--- src/verilog/iword_defines.vh ---
// register offsets, field positions, reset values and cycle counts
// for the instruction word decoder; shared by the decoder and its bench
`ifndef IWORD_DEFINES_VH
`define IWORD_DEFINES_VH

// apb byte offsets
`define OFS_INSTR       8'h00
`define OFS_FLAGS       8'h04
`define OFS_DEC_CTRL    8'h08
`define OFS_DEC_OPND    8'h0c
`define OFS_DEC_LIT     8'h10
`define OFS_DEC_PADDR   8'h14
`define OFS_DEC_DSP     8'h18

// instruction word fields
`define WORD_W          24
`define OPC_MSB         23
`define OPC_LSB         16

// opcode values and ranges
`define OPC_NOP         8'h00
`define OPC_GOTO        8'h02
`define OPC_CALL        8'h03
`define OPC_TBLRD       8'h06
`define OPC_PSVRD       8'h07
`define OPC_BRA_LO      8'h08
`define OPC_SKIP_LO     8'h10
`define OPC_WOP_LO      8'h20
`define OPC_FILE_LO     8'h40
`define OPC_BIT_LO      8'h60
`define OPC_LIT_LO      8'h70
`define OPC_DMOV        8'h78
`define OPC_MAC_LO      8'h80
`define OPC_DSP_LO      8'h90
`define OPC_DSP_HI      8'h9f

// literal limits
`define LIT10_BYTE_MAX  10'h0ff

// data size codes
`define SZ_WORD         2'h0
`define SZ_BYTE         2'h1
`define SZ_DWORD        2'h2

// status flag bit positions
`define FL_CARRY        0
`define FL_NIBBLE       1
`define FL_NEG          2
`define FL_RANGE        3
`define FL_ZERO         4
`define FL_ACCA_OV      5
`define FL_ACCB_OV      6
`define FL_ACCA_CLIP    7
`define FL_ACCB_CLIP    8
`define FLAGS_RST       9'h000

// flags touched per class
`define AFF_MCU         9'h01f
`define AFF_BIT         9'h010
`define AFF_ACC_A       9'h0a0
`define AFF_ACC_B       9'h140

// instruction cycle counts
`define CYC_ONE         2'h1
`define CYC_TWO         2'h2
`define CYC_THREE       2'h3

`endif

--- src/verilog/instruction_word_decoder.v ---
// instruction word decoder with apb register access
// assumes an apb master on pclk; software writes fetched words in order
// one clock, asynchronous active-low reset; no input needs synchronising
//
// The address map and the APB register port are this design's own decisions.
`timescale 1ns/1ps
`default_nettype none
`include "iword_defines.vh"

// Summary of operation
// - a single word is 24 bits, top 8 bits select the instruction type
// - goto and call span two consecutive 24-bit words, 48 bits in all
// - second word has zero top byte; alone it decodes as a no-op
// - every two-word instruction is reported as two cycles
// - one cycle, plus one for true condition, pc change, table or view read
// - a taken skip costs two cycles, three over a two-word instruction
// - double-word moves take two cycles
// - three-operand form: plain base, source and destination with modes
// - file form: file address plus destination file or working reg zero
// - file address covers data space 0 to 0x1fff
// - bit number from 4-bit literal or from a base working register
// - accumulator a or b selected, each with own overflow and clip flags
// - write-back goes to w13 or to [w13] then w13 plus two
// - five mcu flags kept: carry, nibble carry, negative, range, zero
// - 10-bit literal max 255 in byte mode, 1023 word; signed -512..511
// - program address literal must have bit zero clear
// - mac form: accumulator, two multiplicands, x/y prefetch, write-back
// - other dsp form: accumulator, operand with mode, shift reg or literal
// - byte, word, double-word sizes, word default, plus shadow select
// - x prefetch: w8/w9 with +-2/4/6, none, w9+w12, or no prefetch
// - multiplicands distinct pairs of w4..w7, or squares of one of them
module instruction_word_decoder (
	input  wire        pclk,    // apb clock, 100 mhz
	input  wire        presetn, // async reset, active low
	input  wire        psel,    // slave select
	input  wire        penable, // access phase
	input  wire        pwrite,  // 1 write, 0 read
	input  wire [7:0]  paddr,   // byte address
	input  wire [31:0] pwdata,  // write data
	output reg  [31:0] prdata,  // read data
	output reg         pready,  // transfer done
	output reg         pslverr  // unmapped address
);

	localparam ST_IDLE  = 2'h0;
	localparam ST_WORD2 = 2'h1;
	localparam ST_SKIP  = 2'h2;
	localparam ST_SKIP2 = 2'h3;

	localparam CL_NOP  = 4'h0;
	localparam CL_CTRL = 4'h1;
	localparam CL_BRA  = 4'h2;
	localparam CL_SKIP = 4'h3;
	localparam CL_WOP  = 4'h4;
	localparam CL_FILE = 4'h5;
	localparam CL_BIT  = 4'h6;
	localparam CL_LIT  = 4'h7;
	localparam CL_DMOV = 4'h8;
	localparam CL_MAC  = 4'h9;
	localparam CL_DSP  = 4'ha;
	localparam CL_ILL  = 4'hf;

	// condition select: 0 always, else one status flag
	function flag_test;
		input [2:0] sel;
		input [8:0] fl;
		begin
			case (sel)
				3'h0:    flag_test = 1'b1;
				3'h1:    flag_test = fl[`FL_CARRY];
				3'h2:    flag_test = fl[`FL_ZERO];
				3'h3:    flag_test = fl[`FL_NEG];
				3'h4:    flag_test = fl[`FL_RANGE];
				3'h5:    flag_test = fl[`FL_NIBBLE];
				3'h6:    flag_test = fl[`FL_ACCA_OV];
				default: flag_test = fl[`FL_ACCB_OV];
			endcase
		end
	endfunction

	// prefetch code -> {active, upper reg, +w12 index, signed step}
	function [6:0] pf_decode;
		input [3:0] c;
		reg   [3:0] st;
		begin
			st = 4'h0;
			case (c[2:0])
				3'h2:    st = 4'h2;
				3'h3:    st = 4'h4;
				3'h4:    st = 4'h6;
				3'h5:    st = 4'he;
				3'h6:    st = 4'hc;
				3'h7:    st = 4'ha;
				default: st = 4'h0;
			endcase
			pf_decode = {(c != 4'h0), c[3], (c == 4'h8), st};
		end
	endfunction

	// multiplicand code -> {legal, first, second} as offsets from w4
	function [4:0] pair_decode;
		input       sq;
		input [2:0] c;
		begin
			if (sq)
				pair_decode = {1'b1, c[1:0], c[1:0]};
			else
				case (c)
					3'h0:    pair_decode = 5'h11;
					3'h1:    pair_decode = 5'h12;
					3'h2:    pair_decode = 5'h13;
					3'h3:    pair_decode = 5'h16;
					3'h4:    pair_decode = 5'h17;
					3'h5:    pair_decode = 5'h1b;
					default: pair_decode = 5'h00;
				endcase
		end
	endfunction

	reg  [1:0]  state_r;
	reg  [8:0]  flags_r;
	reg  [23:0] instr_r;
	reg  [15:0] first_lo_r;
	reg  [31:0] ctrl_r;
	reg  [31:0] opnd_r;
	reg  [31:0] lit_r;
	reg  [31:0] paddr_r;
	reg  [31:0] dsp_r;

	wire [23:0] w   = pwdata[`WORD_W-1:0];
	wire [7:0]  opc = w[`OPC_MSB:`OPC_LSB];
	wire        wr_done = psel & penable & pready & pwrite;
	wire        ld_instr = wr_done & (paddr == `OFS_INSTR);
	wire        ld_flags = wr_done & (paddr == `OFS_FLAGS);
	wire        two_word = (opc == `OPC_GOTO) | (opc == `OPC_CALL);

	reg  [3:0]  d_class;
	reg  [1:0]  d_size;
	reg         d_shadow;
	reg         d_acc;
	reg         d_ill;
	reg         d_cond;
	reg         d_pcchg;
	reg  [1:0]  d_cyc;
	reg  [8:0]  d_aff;
	reg  [31:0] d_opnd;
	reg  [15:0] d_lit;
	reg  [31:0] d_dsp;
	reg  [4:0]  d_pair;

	always @*
	begin
		d_class  = CL_ILL;
		d_size   = `SZ_WORD;
		d_shadow = 1'b0;
		d_acc    = 1'b0;
		d_ill    = 1'b0;
		d_cond   = 1'b0;
		d_pcchg  = 1'b0;
		d_cyc    = `CYC_ONE;
		d_aff    = 9'h000;
		d_opnd   = 32'h0000_0000;
		d_lit    = 16'h0000;
		d_dsp    = 32'h0000_0000;
		d_pair   = pair_decode(opc[1], w[14:12]);
		if (opc == `OPC_NOP)
			d_class = CL_NOP;
		else if (opc < `OPC_BRA_LO)
		begin
			d_class = CL_CTRL;
			if (two_word)
			begin
				d_cyc   = `CYC_TWO;
				d_pcchg = 1'b1;
			end
			else if (opc == `OPC_TBLRD || opc == `OPC_PSVRD)
				d_cyc = `CYC_TWO;
			else
				d_ill = 1'b1;
		end
		else if (opc < `OPC_SKIP_LO)
		begin
			d_class = CL_BRA;
			d_cond  = flag_test(opc[2:0], flags_r);
			d_pcchg = d_cond;
			d_lit   = w[15:0];
			if (d_cond)
				d_cyc = `CYC_TWO;
		end
		else if (opc < `OPC_WOP_LO)
		begin
			d_class = CL_SKIP;
			d_ill   = opc[3];
			d_cond  = flag_test(opc[2:0], flags_r);
			if (d_cond)
				d_cyc = `CYC_TWO;
		end
		else if (opc < `OPC_FILE_LO || opc == `OPC_DMOV)
		begin
			d_class  = (opc == `OPC_DMOV) ? CL_DMOV : CL_WOP;
			d_size   = (opc == `OPC_DMOV) ? `SZ_DWORD : opc[1:0];
			d_shadow = w[7];
			// code 3 names no size; report word and flag it
			if (d_size == 2'h3)
			begin
				d_ill  = 1'b1;
				d_size = `SZ_WORD;
			end
			d_opnd   = {14'h0000, opc[4:2], w[3:0], w[6:4], w[11:8],
				w[15:12]};
			d_aff    = (opc == `OPC_DMOV) ? 9'h000 : `AFF_MCU;
			if (opc == `OPC_DMOV)
				d_cyc = `CYC_TWO;
		end
		else if (opc < `OPC_BIT_LO)
		begin
			d_class = CL_FILE;
			d_size  = opc[0] ? `SZ_BYTE : `SZ_WORD;
			// 13-bit field: file address cannot pass 0x1fff
			d_lit   = {3'h0, w[12:0]};
			d_opnd  = {13'h0000, w[13], 18'h00000};
			d_aff   = `AFF_MCU;
		end
		else if (opc < `OPC_LIT_LO)
		begin
			d_class = CL_BIT;
			// bit number or base register shows in [22:19] and [3:0]
			d_opnd  = {8'h00, opc[0], w[15:12], 8'h00, w[6:4],
				w[3:0], w[15:12]};
			d_aff   = `AFF_BIT;
		end
		else if (opc < `OPC_DMOV)
		begin
			d_class = CL_LIT;
			d_size  = opc[0] ? `SZ_BYTE : `SZ_WORD;
			d_opnd  = {17'h00000, w[3:0], 11'h000};
			if (opc[1])
				d_lit = {{6{w[13]}}, w[13:4]};
			else
				d_lit = {6'h00, w[13:4]};
			d_ill   = opc[0] & ~opc[1] & (w[13:4] > `LIT10_BYTE_MAX);
			d_aff   = `AFF_MCU;
		end
		else if (opc < `OPC_MAC_LO)
			d_class = CL_ILL;
		else if (opc < `OPC_DSP_LO)
		begin
			d_class = CL_MAC;
			d_acc   = opc[0];
			d_ill   = ~d_pair[4] | (w[1:0] == 2'h3) | w[15];
			d_dsp   = {8'h00, w[1:0],
				opc[3:2], pf_decode(w[5:2]), w[7:6],
				pf_decode(w[11:8]), d_pair[1:0], d_pair[3:2]};
			d_aff   = opc[0] ? `AFF_ACC_B : `AFF_ACC_A;
		end
		else if (opc <= `OPC_DSP_HI)
		begin
			d_class = CL_DSP;
			d_acc   = opc[0];
			d_opnd  = {18'h00000, w[6:4], w[3:0], 7'h00};
			d_dsp   = {3'h0, w[11:8], opc[1], 24'h000000};
			d_lit   = {{10{w[12]}}, w[12:7]};
			d_aff   = opc[0] ? `AFF_ACC_B : `AFF_ACC_A;
		end
	end

	// decode state and registers
	always @(posedge pclk or negedge presetn)
	begin
		if (!presetn)
		begin
			state_r    <= ST_IDLE;
			flags_r    <= `FLAGS_RST;
			instr_r    <= 24'h000000;
			first_lo_r <= 16'h0000;
			ctrl_r     <= 32'h0000_0000;
			opnd_r     <= 32'h0000_0000;
			lit_r      <= 32'h0000_0000;
			paddr_r    <= 32'h0000_0000;
			dsp_r      <= 32'h0000_0000;
		end
		else
		begin
			// software owns the flags; no hardware set can race a write
			if (ld_flags)
				flags_r <= pwdata[8:0];
			if (ld_instr)
			begin
				instr_r <= w;
				case (state_r)
					ST_IDLE:
					begin
						ctrl_r  <= {6'h00, d_aff, d_pcchg, d_cond, 2'h0,
							d_ill, d_cyc, two_word, ~two_word, d_acc,
							d_shadow, d_size, d_class};
						opnd_r  <= d_opnd;
						lit_r   <= {16'h0000, d_lit};
						dsp_r   <= d_dsp;
						first_lo_r <= w[15:0];
						if (two_word)
							state_r <= ST_WORD2;
						// an illegal skip opcode must not swallow a word
						else if (d_class == CL_SKIP && d_cond && !d_ill)
							state_r <= ST_SKIP;
					end
					ST_WORD2:
					begin
						// odd target or nonzero upper bits mark it illegal
						paddr_r   <= {9'h000, w[6:0], first_lo_r};
						ctrl_r[12] <= ctrl_r[12] | first_lo_r[0] |
							(opc != `OPC_NOP) | (w[15:7] != 9'h000);
						state_r   <= ST_IDLE;
					end
					ST_SKIP:
					begin
						// skipped word is not decoded, only sized
						if (two_word)
						begin
							ctrl_r[11:10] <= `CYC_THREE;
							state_r       <= ST_SKIP2;
						end
						else
							state_r <= ST_IDLE;
					end
					ST_SKIP2:
						// second half of a skipped two-word instruction
						state_r <= ST_IDLE;
					default: state_r <= ST_IDLE;
				endcase
			end
		end
	end

	// apb slave: one wait state, ready and data from flops
	// ready drops after one cycle so each access waits exactly once
	always @(posedge pclk or negedge presetn)
	begin
		if (!presetn)
		begin
			pready  <= 1'b0;
			prdata  <= 32'h0000_0000;
			pslverr <= 1'b0;
		end
		else
		begin
			pready  <= psel & penable & ~pready;
			pslverr <= 1'b0;
			if (psel & penable & ~pready)
			begin
				prdata <= 32'h0000_0000;
				case (paddr)
					`OFS_INSTR:     prdata <= {8'h00, instr_r};
					`OFS_FLAGS:     prdata <= {23'h000000, flags_r};
					`OFS_DEC_CTRL:  prdata <= {ctrl_r[31:14],
						(state_r != ST_IDLE), ctrl_r[12:0]};
					`OFS_DEC_OPND:  prdata <= opnd_r;
					`OFS_DEC_LIT:   prdata <= lit_r;
					`OFS_DEC_PADDR: prdata <= paddr_r;
					`OFS_DEC_DSP:   prdata <= dsp_r;
					default:        pslverr <= 1'b1;
				endcase
			end
		end
	end

endmodule // instruction_word_decoder
`default_nettype wire

--- config.mk ---
export PLATFORM = sky130hd
export DESIGN_NAME = instruction_word_decoder
export DESIGN_NICKNAME = d
export VERILOG_FILES = /design/src/verilog/instruction_word_decoder.v
export VERILOG_INCLUDE_DIRS = /design/src /design/src/verilog
export SDC_FILE = /design/constraint.sdc
export NUM_CORES = 1
export LEC_CHECK = 0
export CAP_MARGIN = 5
export CORE_MARGIN = 2
export CORE_UTILIZATION = 61
export DETAILED_ROUTE_END_ITERATION = 10
export DONT_BUFFER_PORTS = 1
export PLACE_DENSITY = 0.86
export SETUP_SLACK_MARGIN = 0.1
export SLEW_MARGIN = 20
export SYNTH_ARGS = -nofsm -noshare
export SYNTH_HDL_FRONTEND = slang
export SYNTH_SLANG_ARGS = --single-unit
--- constraint.sdc ---
create_clock -name pclk -period 2 [get_ports pclk]
set_input_delay 0.3 -clock pclk [delete_from_list [all_inputs] [get_ports pclk]]
set_output_delay 0.3 -clock pclk [all_outputs]
set_load 0.005 [all_outputs]
# After elaboration in Yosys (flattened, before gate mapping)
# Index checks and enable logic that the tools add are counted.
dict set report classes {
  order_cmp 11
  eq_ne 44
  mux 139
  bitwise_logic 18
  n_reduce_logical 24
}
# operator n
set ops {}
lappend ops {{$mux W29} 11}
lappend ops {{$pmux W32 S7} 1}
lappend ops {{$mux W16} 12}
lappend ops {{$mux W24} 7}
lappend ops {{$mux W9} 12}
lappend ops {{$mux W1} 50}
lappend ops {{$pmux W4 S6} 2}
lappend ops {{$mux W14} 3}
lappend ops {{$mux W2} 21}
lappend ops {{$eq A3 B3 Y1 const B} 13}
lappend ops {{$mux W4} 9}
lappend ops {{$lt A8 B7 Y1 const B} 4}
lappend ops {{$pmux W5 S6} 1}
lappend ops {{$eq A3 B2 Y1 const B} 8}
lappend ops {{$eq A8 B3 Y1 const B} 3}
lappend ops {{$eq A8 B5 Y1 const B} 3}
lappend ops {{$eq A8 B2 Y1 const B} 2}
lappend ops {{$eq A8 B4 Y1 const B} 2}
lappend ops {{$logic_not A8 Y1} 2}
lappend ops {{$lt A8 B8 Y1 const B} 2}
lappend ops {{$mux W15} 1}
lappend ops {{$gt A10 B8 Y1 const B} 1}
lappend ops {{$mux W5} 2}
lappend ops {{$mux W3} 3}
lappend ops {{32 further kinds} 61}
dict set report word_totals {
  register_bits 212
  input_bits 45
  output_inout_bits 34
}

# Depth between registers and ports, before layout
# Gate-level depths: netlist of the first run.
dict set report depth {
  ltp_word 21
  ltp_mapped 8
}

# Worst setup path before layout of the first run
# Ideal clock, no wire load.
dict set report synth_timing {
  kind {input port to flip-flop}
  startpoint {in paddr[4]}
  endpoint {reg flags_r[0]}
  setup_ns 0.125
  t_arrival_ns 1.853
  required_time_ns 1.875
  setup_slack_ns 0.022
  stages 6
  path_buffers 2
  cell_sequence {buf_2 -> or4_1 -> nor2_1 -> and2_1 -> buf_4 -> mux2_2}
}
dict set report synth_via {
  elab_chain_cells 2
}
# item line
set synth_lines {}
lappend synth_lines {{start: declaration} instruction_word_decoder.v:38} ;# input wire [7:0] paddr,
lappend synth_lines {{$eq A8 B3 Y1} --}
lappend synth_lines {{$and A1 B1 Y1} instruction_word_decoder.v:134} ;# wire ld_flags = wr_done & (paddr == `OFS_FLAGS);
lappend synth_lines {{end signal: assignment} instruction_word_decoder.v:273} ;# flags_r <= `FLAGS_RST;
lappend synth_lines {{end signal: assignment} instruction_word_decoder.v:286} ;# flags_r <= pwdata[8:0];
lappend synth_lines {{end: declaration} instruction_word_decoder.v:121} ;# reg [8:0] flags_r;
# Every way passes these cells.
# A chain may end at the register's enable or synchronous reset.

# Worst setup path after layout of the first run
dict set report layout_timing {
  startpoint {reg flags_r[2]}
  endpoint {reg ctrl_r[11]}
}
dict set report layout_via {
  elab_chain_cells 11
}
# item line
set layout_lines {}
lappend layout_lines {{$pmux W1 S7 (*)} instruction_word_decoder.v:68} ;# case (sel)
lappend layout_lines {{$mux W1} instruction_word_decoder.v:190} ;# else if (opc < `OPC_WOP_LO)
lappend layout_lines {{$mux W1} instruction_word_decoder.v:181} ;# else if (opc < `OPC_SKIP_LO)
lappend layout_lines {{$mux W1} instruction_word_decoder.v:168} ;# else if (opc < `OPC_BRA_LO)
lappend layout_lines {{$mux W1} instruction_word_decoder.v:166} ;# if (opc == `OPC_NOP)
lappend layout_lines {{$mux W2} instruction_word_decoder.v:195} ;# if (d_cond)
lappend layout_lines {{$mux W2} instruction_word_decoder.v:190}
lappend layout_lines {{$mux W2 (*)} instruction_word_decoder.v:181}
lappend layout_lines {{$mux W2 (*)} instruction_word_decoder.v:168}
lappend layout_lines {{$mux W2 (*)} instruction_word_decoder.v:166}
lappend layout_lines {{$pmux W2 S2 (*)} instruction_word_decoder.v:290} ;# case (state_r)
lappend layout_lines {{end signal: assignment} instruction_word_decoder.v:293} ;# ctrl_r <= {6'h00, d_aff, d_pcchg, d_cond, 2'h0,
lappend layout_lines {{end signal: assignment} instruction_word_decoder.v:319} ;# ctrl_r[11:10] <= `CYC_THREE;
lappend layout_lines {{end: declaration} instruction_word_decoder.v:124} ;# reg [31:0] ctrl_r;
# Every way passes the cells marked *; elsewhere a longest branch is shown, timed or not. The select of a mux whose other input is x is not followed.

==> results of run 1 <==
==> per-stage QoR <==
step                      setup TNS (ns)  power (mW)  setup slack, ns
after global routing                   0        8.04           0.0495
after CTS                              0        7.84           0.0794
after detailed placement          -0.247        4.43           -0.150
after floorplan                        0        4.39            0.104
final                                  0        7.83           0.0844
after global placement           -0.0675        4.43          -0.0675
==> worst reg2reg max path: stages (launching register included) <==
cell      delay, ns
dfrtp_1        0.40
mux2i_1        0.10
a211oi_1       0.42
o21ai_1        0.21
a311oi_1       0.53
o21bai_1       0.19
==> repair_timing <==
item	CTS	global route
gates resized for setup	3	5
pin swaps	0	0
hold endpoints to repair	237	190
endpoints found under the setup margin	4	23
setup buffers	0	0
==> where the power goes <==
part	internal, mW	switching [mW]	total, mW	leakage [nW]
Clock	1.87	1.53	3.40	0.290
Combinational	0.192	0.245	0.438	1.81
Sequential	3.93	0.0708	4.00	2.60
==> synth_stat cells (4+ instances only) <==
cell type,instances,area share (%)
nand2b_1,4,0.27
o31ai_1,4,0.33
clkbuf_1,46,1.9
and2_1,6,0.41
a41oi_1,4,0.38
a21o_1,5,0.41
a21oi_1,47,2.6
nand2_1,185,7.6
a22o_1,11,1.0
a22oi_1,28,2.3
a31oi_1,18,1.2
o22ai_1,4,0.27
mux2i_1,12,1.3
buf_4,11,0.90
o21ai_1,4,0.22
a222oi_1,7,0.76
xnor2_1,4,0.38
nor2_1,62,2.5
buf_1,4,0.16
buf_2,21,1.1
nand3_1,11,0.60
dfrtp_1,190,52
mux2_2,53,6.5
nor3_1,13,0.71
nand4_1,4,0.27
a221oi_1,17,1.6
o21ai_0,76,4.1
inv_1,10,0.41
nor3b_1,5,0.41
a211oi_1,6,0.49
==> kinds of logic after synthesis <==
| group | count (synthesis) | share of synthesized area (%) |
|---|---|---|
| flip-flops | 190 | 51.8 |
| XOR/XNOR | 4 | 0.382 |
| buffers and inverters | 92 | 4.50 |
| other | 1 | 0.0408 |
| AND/OR/NAND/NOR | 332 | 16.9 |
| AO/OA/AOI/OAI | 251 | 18.0 |
| multiplexers | 66 | 8.06 |
| adder cells (fa/ha/maj) | 2 | 0.273 |
==> layer usage <==
metal  track usage [%]  part of all wire (%)
met4              18.0                   5.2
met5                 0                     0
met1              49.9                    38
met2              54.6                    45
met3              10.7                    12
==> flip-flops by register name, indices dropped and copies added, names as in the netlist, 16 cells and up <==
name / count
prdata: 29
opnd_r: 24
ctrl_r: 18
paddr_r: 23
lit_r: 16
first_lo_r: 16
instr_r: 24
dsp_r: 27
==> worst min path at each step <==
stage | endpoint | startpoint | cells after the start | slack [ns]
final | ctrl_r[3] | presetn | 0 | -0.44
after global routing | flags_r[5] | presetn | 0 | -0.46
after CTS | flags_r[5] | presetn | 0 | -0.46
after detailed placement | first_lo_r[7] | presetn | 0 | 0.01
after global placement | first_lo_r[8] | presetn | 0 | 0.02
after floorplan | ctrl_r[0] | presetn | 0 | 0.004
==> area by class of cell <==
class | count | area [um^2] | share of cell area (%)
clock buffer | 18 | 439 | 4.22
clock inverter | 14 | 141 | 1.36
inverter | 10 | 37.5 | 0.361
multi-input combinational | 658 | 4060 | 39.0
sequential | 190 | 4750 | 45.7
tap | 184 | 230 | 2.21
timing repair buffer | 79 | 733 | 7.05
==> summary.md, run 1 <==
| Metric | Value |
|---|---|
| Status | finished, violations left |
| Failing checks | hold timing |
| Placed Area | 9580 um^2 |
| Vias in the first global route | 7,642 |
| Pin count of the biggest net entering global routing | 191 |
| Startpoint types | flip-flop |
| IO buf count | 0 |
| Syn. warnings | 0 |
| Initial antenna violation count | 0 |
| ANT nets after route | 0 |
| Grt total ovfl | 0 |
| Synthesized instance count | 938 |
| Period utilization | 95.8% |
| CP Launch Point | flags_r[2] |
| Post-synthesis area per instance | 9.79 um^2 |
| Worst-margin pin slew | 0.657 ns |
| Net count, final | 1,003 |
| Mapped Area | 9180 um^2 |
| Initial Utilization | 62.7% |
| Placed insts | 1,100 |
| Worst-path fanout max | 3 |
| Worst-path cell chain | mux2i_1, a211oi_1, o21ai_1, a311oi_1, o21bai_1 |
| Routed via count | 7,921 |
| Hold Worst Slack | -0.442 ns |
| GP Congestion | 0.989 |
| Number of max-cap violations | 0 |
| Vert. Die Dim | 127 um |
| Fin crit period | 1.92 ns |
| Asr flop ratio synth | 100% |
| Final WL | 28.3 mm |
| Hold-fix buffers, CTS | 21 |
| Hpwl dp | 18.2 mm |
| Most common cell after layout, fill and taps aside | dfrtp_1 |
| WP buf/inv | 0 |
| Pins Over Slew Limit | 0 |
| Commonest cells after routing, fill and taps aside | dfrtp_1 (190), nand2_1 (184), o21ai_0 (75), nor2_1 (61), mux2_2 (53) |
| Ant diodes | 0 |
| Die W | 127 um |
| EDFF count, synth | 0 |
| Core Area | 14,600 um^2 |
| Fillers | 1,046 |
| Unrepaired setup endpoints after global routing | true |
| Leakage | 4.70 nW |
| Post-synthesis sequential area ratio | 51.8% |
| Crit Path Class | reg -> reg |
| Max IR drop VDD | 0.761 mV |
| Avg WL per Cell | 24.5 um |
| PD cells | 754 nW/um^2 |
| Tot GR Track Use | 36.7% |
| Final hold vios | 190 |
| WP data arrival | 2.28 ns |
| Cell Rows | 44 |
| # clock sinks | 190 |
| Crit path to | ctrl_r[11] |
| WP depth | 5 |
| Worst-Skew Late Latency | 0.45 ns |
| TritonCTS clock tree | done |
| #FFs+latches synth | 190 |
| Syn-to-layout area delta | 13.2% |
| Clock buffer depth | 2 |
| Layout cell share with drive strength beyond 1 | 17.9% |
| Die area | 16,000 um^2 |
| Fin cells | 1,153 |
| Clock buffer count from CTS | 17 |
| Req. time, crit path | 2.37 ns |
| Clock Pin Slew Worst Setup and Hold Paths | 0.07 ns |
| Vias/cell | 6.87 |
| Synth Flop Type | dfrtp_1 |
| First-pass GRT wire length | 44.3 mm |
| DRC viols | 0 |
| Finished Cell Area | 10,400 um^2 |
| Worst r2r src | flags_r[2] |
| Worst setup EP type | flip-flop |
| Rel. slew slack | 55.9% |
| FF-to-FF path depth | 5 |
| Delay-heaviest family, CP | compound AO/OA/AOI/OAI gates |
| F_max | 522 MHz |
| CTS H-tree depth | 4 |
| CTS root buffer | clkbuf_16 |
| Distinct cells, synth | 67 |
| HP Class | in -> async |
| Final clock skew | 0.00916 ns |
| Final Setup Violations | 0 |
| R2r endpoint | ctrl_r[11] |
| Fin util | 71.0% |
| First-pass DRT Iterations | 6 |
| DR iter-0 viols | 1,194 |
| Reg2Reg Setup Slack | 0.08 ns |
| Boundary Pins | 79 |
| Crit path largest cell delay | 0.53 ns |
| Crit path max-delay cell type | a311oi_1 |
Power figures use the tool's default switching activity.
==> run 2, diff against run 1 <==
ABC_AREA = 1   (was default)
RECOVER_POWER = 25   (was default)
==> run 2 against run 1 <==
  * The flow still finishes with violations (hold timing)
  * Cell area fell by 0.24%
  * First-iteration DRC count up 13%
  * Global-route usage rose by 0.83 points
  * Largest power group unchanged
  * Sequential cell count unchanged
  * Wire length rose by 4.5%
  * Final cell count is 21% higher
  * Clock power grew 10%
  * Sequential share of layout area grew 0.11 points
  * Highest routed layer unchanged
  * Non-clock buffer count down 35
  * Maximum frequency rose by 7.8%
  * Critical endpoint is now opnd_r[0]
  * Clock skew about the same
==> summary.md, run 2 <==
| Metric | Value |
|---|---|
| Status | finished, violations left (unchanged) |
| Failing checks | hold timing (unchanged) |
| Count leader, synth | nand2_1 (was dfrtp_1) |
| Worst-path cell chain | nand2_1, nor2_2, nand2_4, inv_1, nand3_1, nor2_2, inv_1, o22ai_1 (was mux2i_1, a211oi_1, o21ai_1, a311oi_1, o21bai_1) |
| Die W | 127 um (about the same) |
| Synth Flop Type | dfrtp_1 (unchanged) |
| Biggest register | prdata (unchanged) |
| Syn. warnings | 0 (unchanged) |
| Internal power | 6.28 mW (was 5.99 mW) |
| Worst-path fanout max | 7 (was 3) |
| Req. time, crit path | 2.35 ns (was 2.37 ns) |
| Ant diodes | 0 (unchanged) |
| IO buf count | 0 (unchanged) |
| Synth top area share | 51.2% (was 51.8%) |
| Pins Over Slew Limit | 0 (unchanged) |
| Distinct cells, synth | 39 (was 67) |
| HP Class | in -> async (unchanged) |
| First-pass DRT Iterations | 7 (was 6) |
| Max FFs per register | 29 (unchanged) |
| Routed via count | 8,775 (was 7,921) |
| ANT nets after route | 0 (unchanged) |
| Biggest regs | prdata x29, dsp_r x27 (unchanged) |
| First-pass GRT wire length | 45.6 mm (was 44.3 mm) |
| Placed insts | 1,361 (was 1,100) |
| DR iter-0 viols | 1,352 (was 1,194) |
| Boundary Pins | 79 (unchanged) |
| Fillers | 1,154 (was 1,046) |
| Initial Utilization | 61.8% (was 62.7%) |
| Rel. slew slack | 49.8% (was 55.9%) |
| Number of max-cap violations | 0 (unchanged) |
| Tot GR Track Use | 37.5% (was 36.7%) |
| TritonCTS clock tree | done (unchanged) |
| Startpoint types | flip-flop (unchanged) |
| CTS H-tree depth | 4 (unchanged) |
| Post-synth top area cell | dfrtp_1 (unchanged) |
| PD cells | 772 nW/um^2 (was 754 nW/um^2) |
| Pin count of the biggest net entering global routing | 191 (unchanged) |
| Fin crit period | 1.78 ns (was 1.92 ns) |
| Grt total ovfl | 0 (unchanged) |
| Leakage | 5.27 nW (was 4.70 nW) |
| Crit path largest cell delay | 0.40 ns (was 0.53 ns) |
| Sw Ratio | 21.5% (was 23.5%) |
| Initial antenna violation count | 1 (was 0) |
| Fin cells | 1,397 (was 1,153) |
| Crit Path Class | reg -> reg (unchanged) |
| Top cells by area, synth | dfrtp_1 (51%), nand2_1 (14%), o21ai_0 (8.6%), inv_1 (5.6%), nand3_1 (3.0%) (was dfrtp_1 (52%), nand2_1 (7.6%), mux2_2 (6.5%), o21ai_0 (4.1%), a21oi_1 (2.6%)) |
| Mapped Area | 9290 um^2 (was 9180 um^2) |
| Worst-Skew Late Latency | 0.44 ns (was 0.45 ns) |
| Vert. Die Dim | 127 um (about the same) |
| Post-synthesis sequential area ratio | 51.2% (was 51.8%) |
| Worst-margin pin slew | 0.752 ns (was 0.657 ns) |
| Vias/cell | 6.28 (was 6.87) |
| Post-CTS Setup Inserts | 0 (unchanged) |
| WP buf/inv | 2 (was 0) |
| Vias in the first global route | 8,237 (was 7,642) |
| Psw | 1.72 mW (was 1.84 mW) |
| Final WL | 29.5 mm (was 28.3 mm) |
| Hpwl dp | 20.3 mm (was 18.2 mm) |
| GP Congestion | 1.01 (was 0.989) |
| Hold-fix buffers, CTS | 5 (was 21) |
| Top post-synthesis cells by count | nand2_1 (352), dfrtp_1 (190), o21ai_0 (160), inv_1 (138), nor2_1 (62) (was dfrtp_1 (190), nand2_1 (185), o21ai_0 (76), nor2_1 (62), mux2_2 (53)) |
| Layout cell share with drive strength beyond 1 | 8.52% (was 17.9%) |
| Most common cell after layout, fill and taps aside | nand2_1 (was dfrtp_1) |
| EDFF count, synth | 0 (unchanged) |
| Synthesized instance count | 1,184 (was 938) |
| Worst setup EP type | flip-flop (unchanged) |
| Delay-heaviest family, CP | simple AND/OR/NAND/NOR gates (was compound AO/OA/AOI/OAI gates) |
| Max IR drop VDD | 0.546 mV (was 0.761 mV) |
| Cell Rows | 45 (was 44) |
| F_max | 563 MHz (was 522 MHz) |
| Period utilization | 88.8% (was 95.8%) |
| Core Area | 15,000 um^2 (was 14,600 um^2) |
| Clock buffer depth | 2 (unchanged) |
| Worst r2r src | pready (was flags_r[2]) |
| Clock Pin Slew Worst Setup and Hold Paths | 0.07 ns (about the same) |
| CP Launch Point | pready (was flags_r[2]) |
| Clock power frac | 46.8% (was 43.4%) |
| Unrepaired setup endpoints after global routing | false (was true) |
| Avg WL per Cell | 21.1 um (was 24.5 um) |
| Die area | 16,200 um^2 (was 16,000 um^2) |
| WP data arrival | 2.13 ns (was 2.28 ns) |
| Post-synthesis area per instance | 7.85 um^2 (was 9.79 um^2) |
| Fin Setup TNS | 0 ns (unchanged) |
| Final hold vios | 190 (unchanged) |
| Final clock skew | 0.00966 ns (was 0.00916 ns) |
| Crit path max-delay cell type | dfrtp_1 (was a311oi_1) |
| DRC viols | 0 (unchanged) |
| # clock sinks | 190 (unchanged) |
| #FFs+latches synth | 190 (unchanged) |
| Seq pwr share | 48.4% (was 51.0%) |
| Final Setup Violations | 0 (unchanged) |
| Syn-to-layout area delta | 11.6% (was 13.2%) |
| Commonest cells after routing, fill and taps aside | nand2_1 (351), dfrtp_1 (190), o21ai_0 (160), inv_1 (138), nor2_1 (58) (was dfrtp_1 (190), nand2_1 (184), o21ai_0 (75), nor2_1 (61), mux2_2 (53)) |
| Asr flop ratio synth | 100% (unchanged) |
| Hold Worst Slack | -0.444 ns (was -0.442 ns) |
| Clock buffer count from CTS | 17 (unchanged) |
| Comb pwr share | 4.8% (was 5.6%) |
| CTS root buffer | clkbuf_16 (unchanged) |
| Net count, final | 1,244 (was 1,003) |
[run 2: worst reg2reg max path: cells and delay by family, from the launching register on]
family          cells  cell delay [ns]
simple gates        5             0.84
flops               1             0.40
buf+inv             2             0.30
compound gates      1             0.14
[run 2: logic make-up (layout without fill, tap and decap cells)]
group           Yosys count  count (layout)  share of synthesized area, %
simple gates            506             506                          22.7
compound gates          279             279                          16.8
buf+inv                 202             225                          8.70
flops                   190             190                          51.2
xor+xnor                  4               4                         0.377
fa+ha+maj                 2               2                         0.269
other cells               1               3                        0.0404
[run 2: cell type report]
class	instances	area, um^2	area share, %
timing repair buffer	44	405	3.91
multi-input combinational	794	3750	36.2
clock inverter	10	185	1.79
clock buffer	21	470	4.54
sequential	190	4750	45.8
tap	188	235	2.27
inverter	150	566	5.45
[run 2: layer usage]
metal | GRT usage, % | vias to the layer above | share of wire (%)
li1 | - | 3873 | -
met1 | 50.8 | 4078 | 38
met2 | 54.3 | 667 | 42
met3 | 11.7 | 157 | 14
met4 | 20.4 | 0 | 6.5
met5 | 0 | - | 0
[run 2: final timing paths]
path	endpoint	slack [ns]	cells past startpoint
max	opnd_r[0]	0.22	8
min	ctrl_r[5]	-0.44	0
max reg2reg	opnd_r[0]	0.22	8
min reg2reg	dsp_r[10]	0.49	2
max in group asynchronous	instr_r[12]	2.06	0
min in group pclk	instr_r[5]	0.02	2
[run 2: metrics by stage]
| step | utilization, % | power, mW | instance area [um^2] | worst slack (ns) |
|---|---|---|---|---|
| floorplan | - | 4.21 | 9300 | 0.433 |
| finish | 69.0 | 8.00 | 10400 | 0.223 |
| global placement | 64.2 | 4.29 | 9650 | 0.170 |
| global route | 69.0 | 8.21 | 10400 | 0.125 |
| CTS | 68.9 | 7.99 | 10400 | 0.126 |
| detailed placement | 64.2 | 4.30 | 9650 | 0.102 |
[run 2: repair_timing]
item,CTS,global route
endpoints found under the hold margin,195,190
endpoints found under the setup margin,0,37
resized for setup,0,4
[run 2: power by group through the flow]
stage	Combinational, mW	Sequential [mW]	Clock, mW
after floorplan	0.261	3.94	0
after global placement	0.349	3.95	0
after detailed placement	0.352	3.95	0
after CTS	0.365	3.87	3.75
after global routing	0.412	3.87	3.92
final	0.380	3.87	3.75
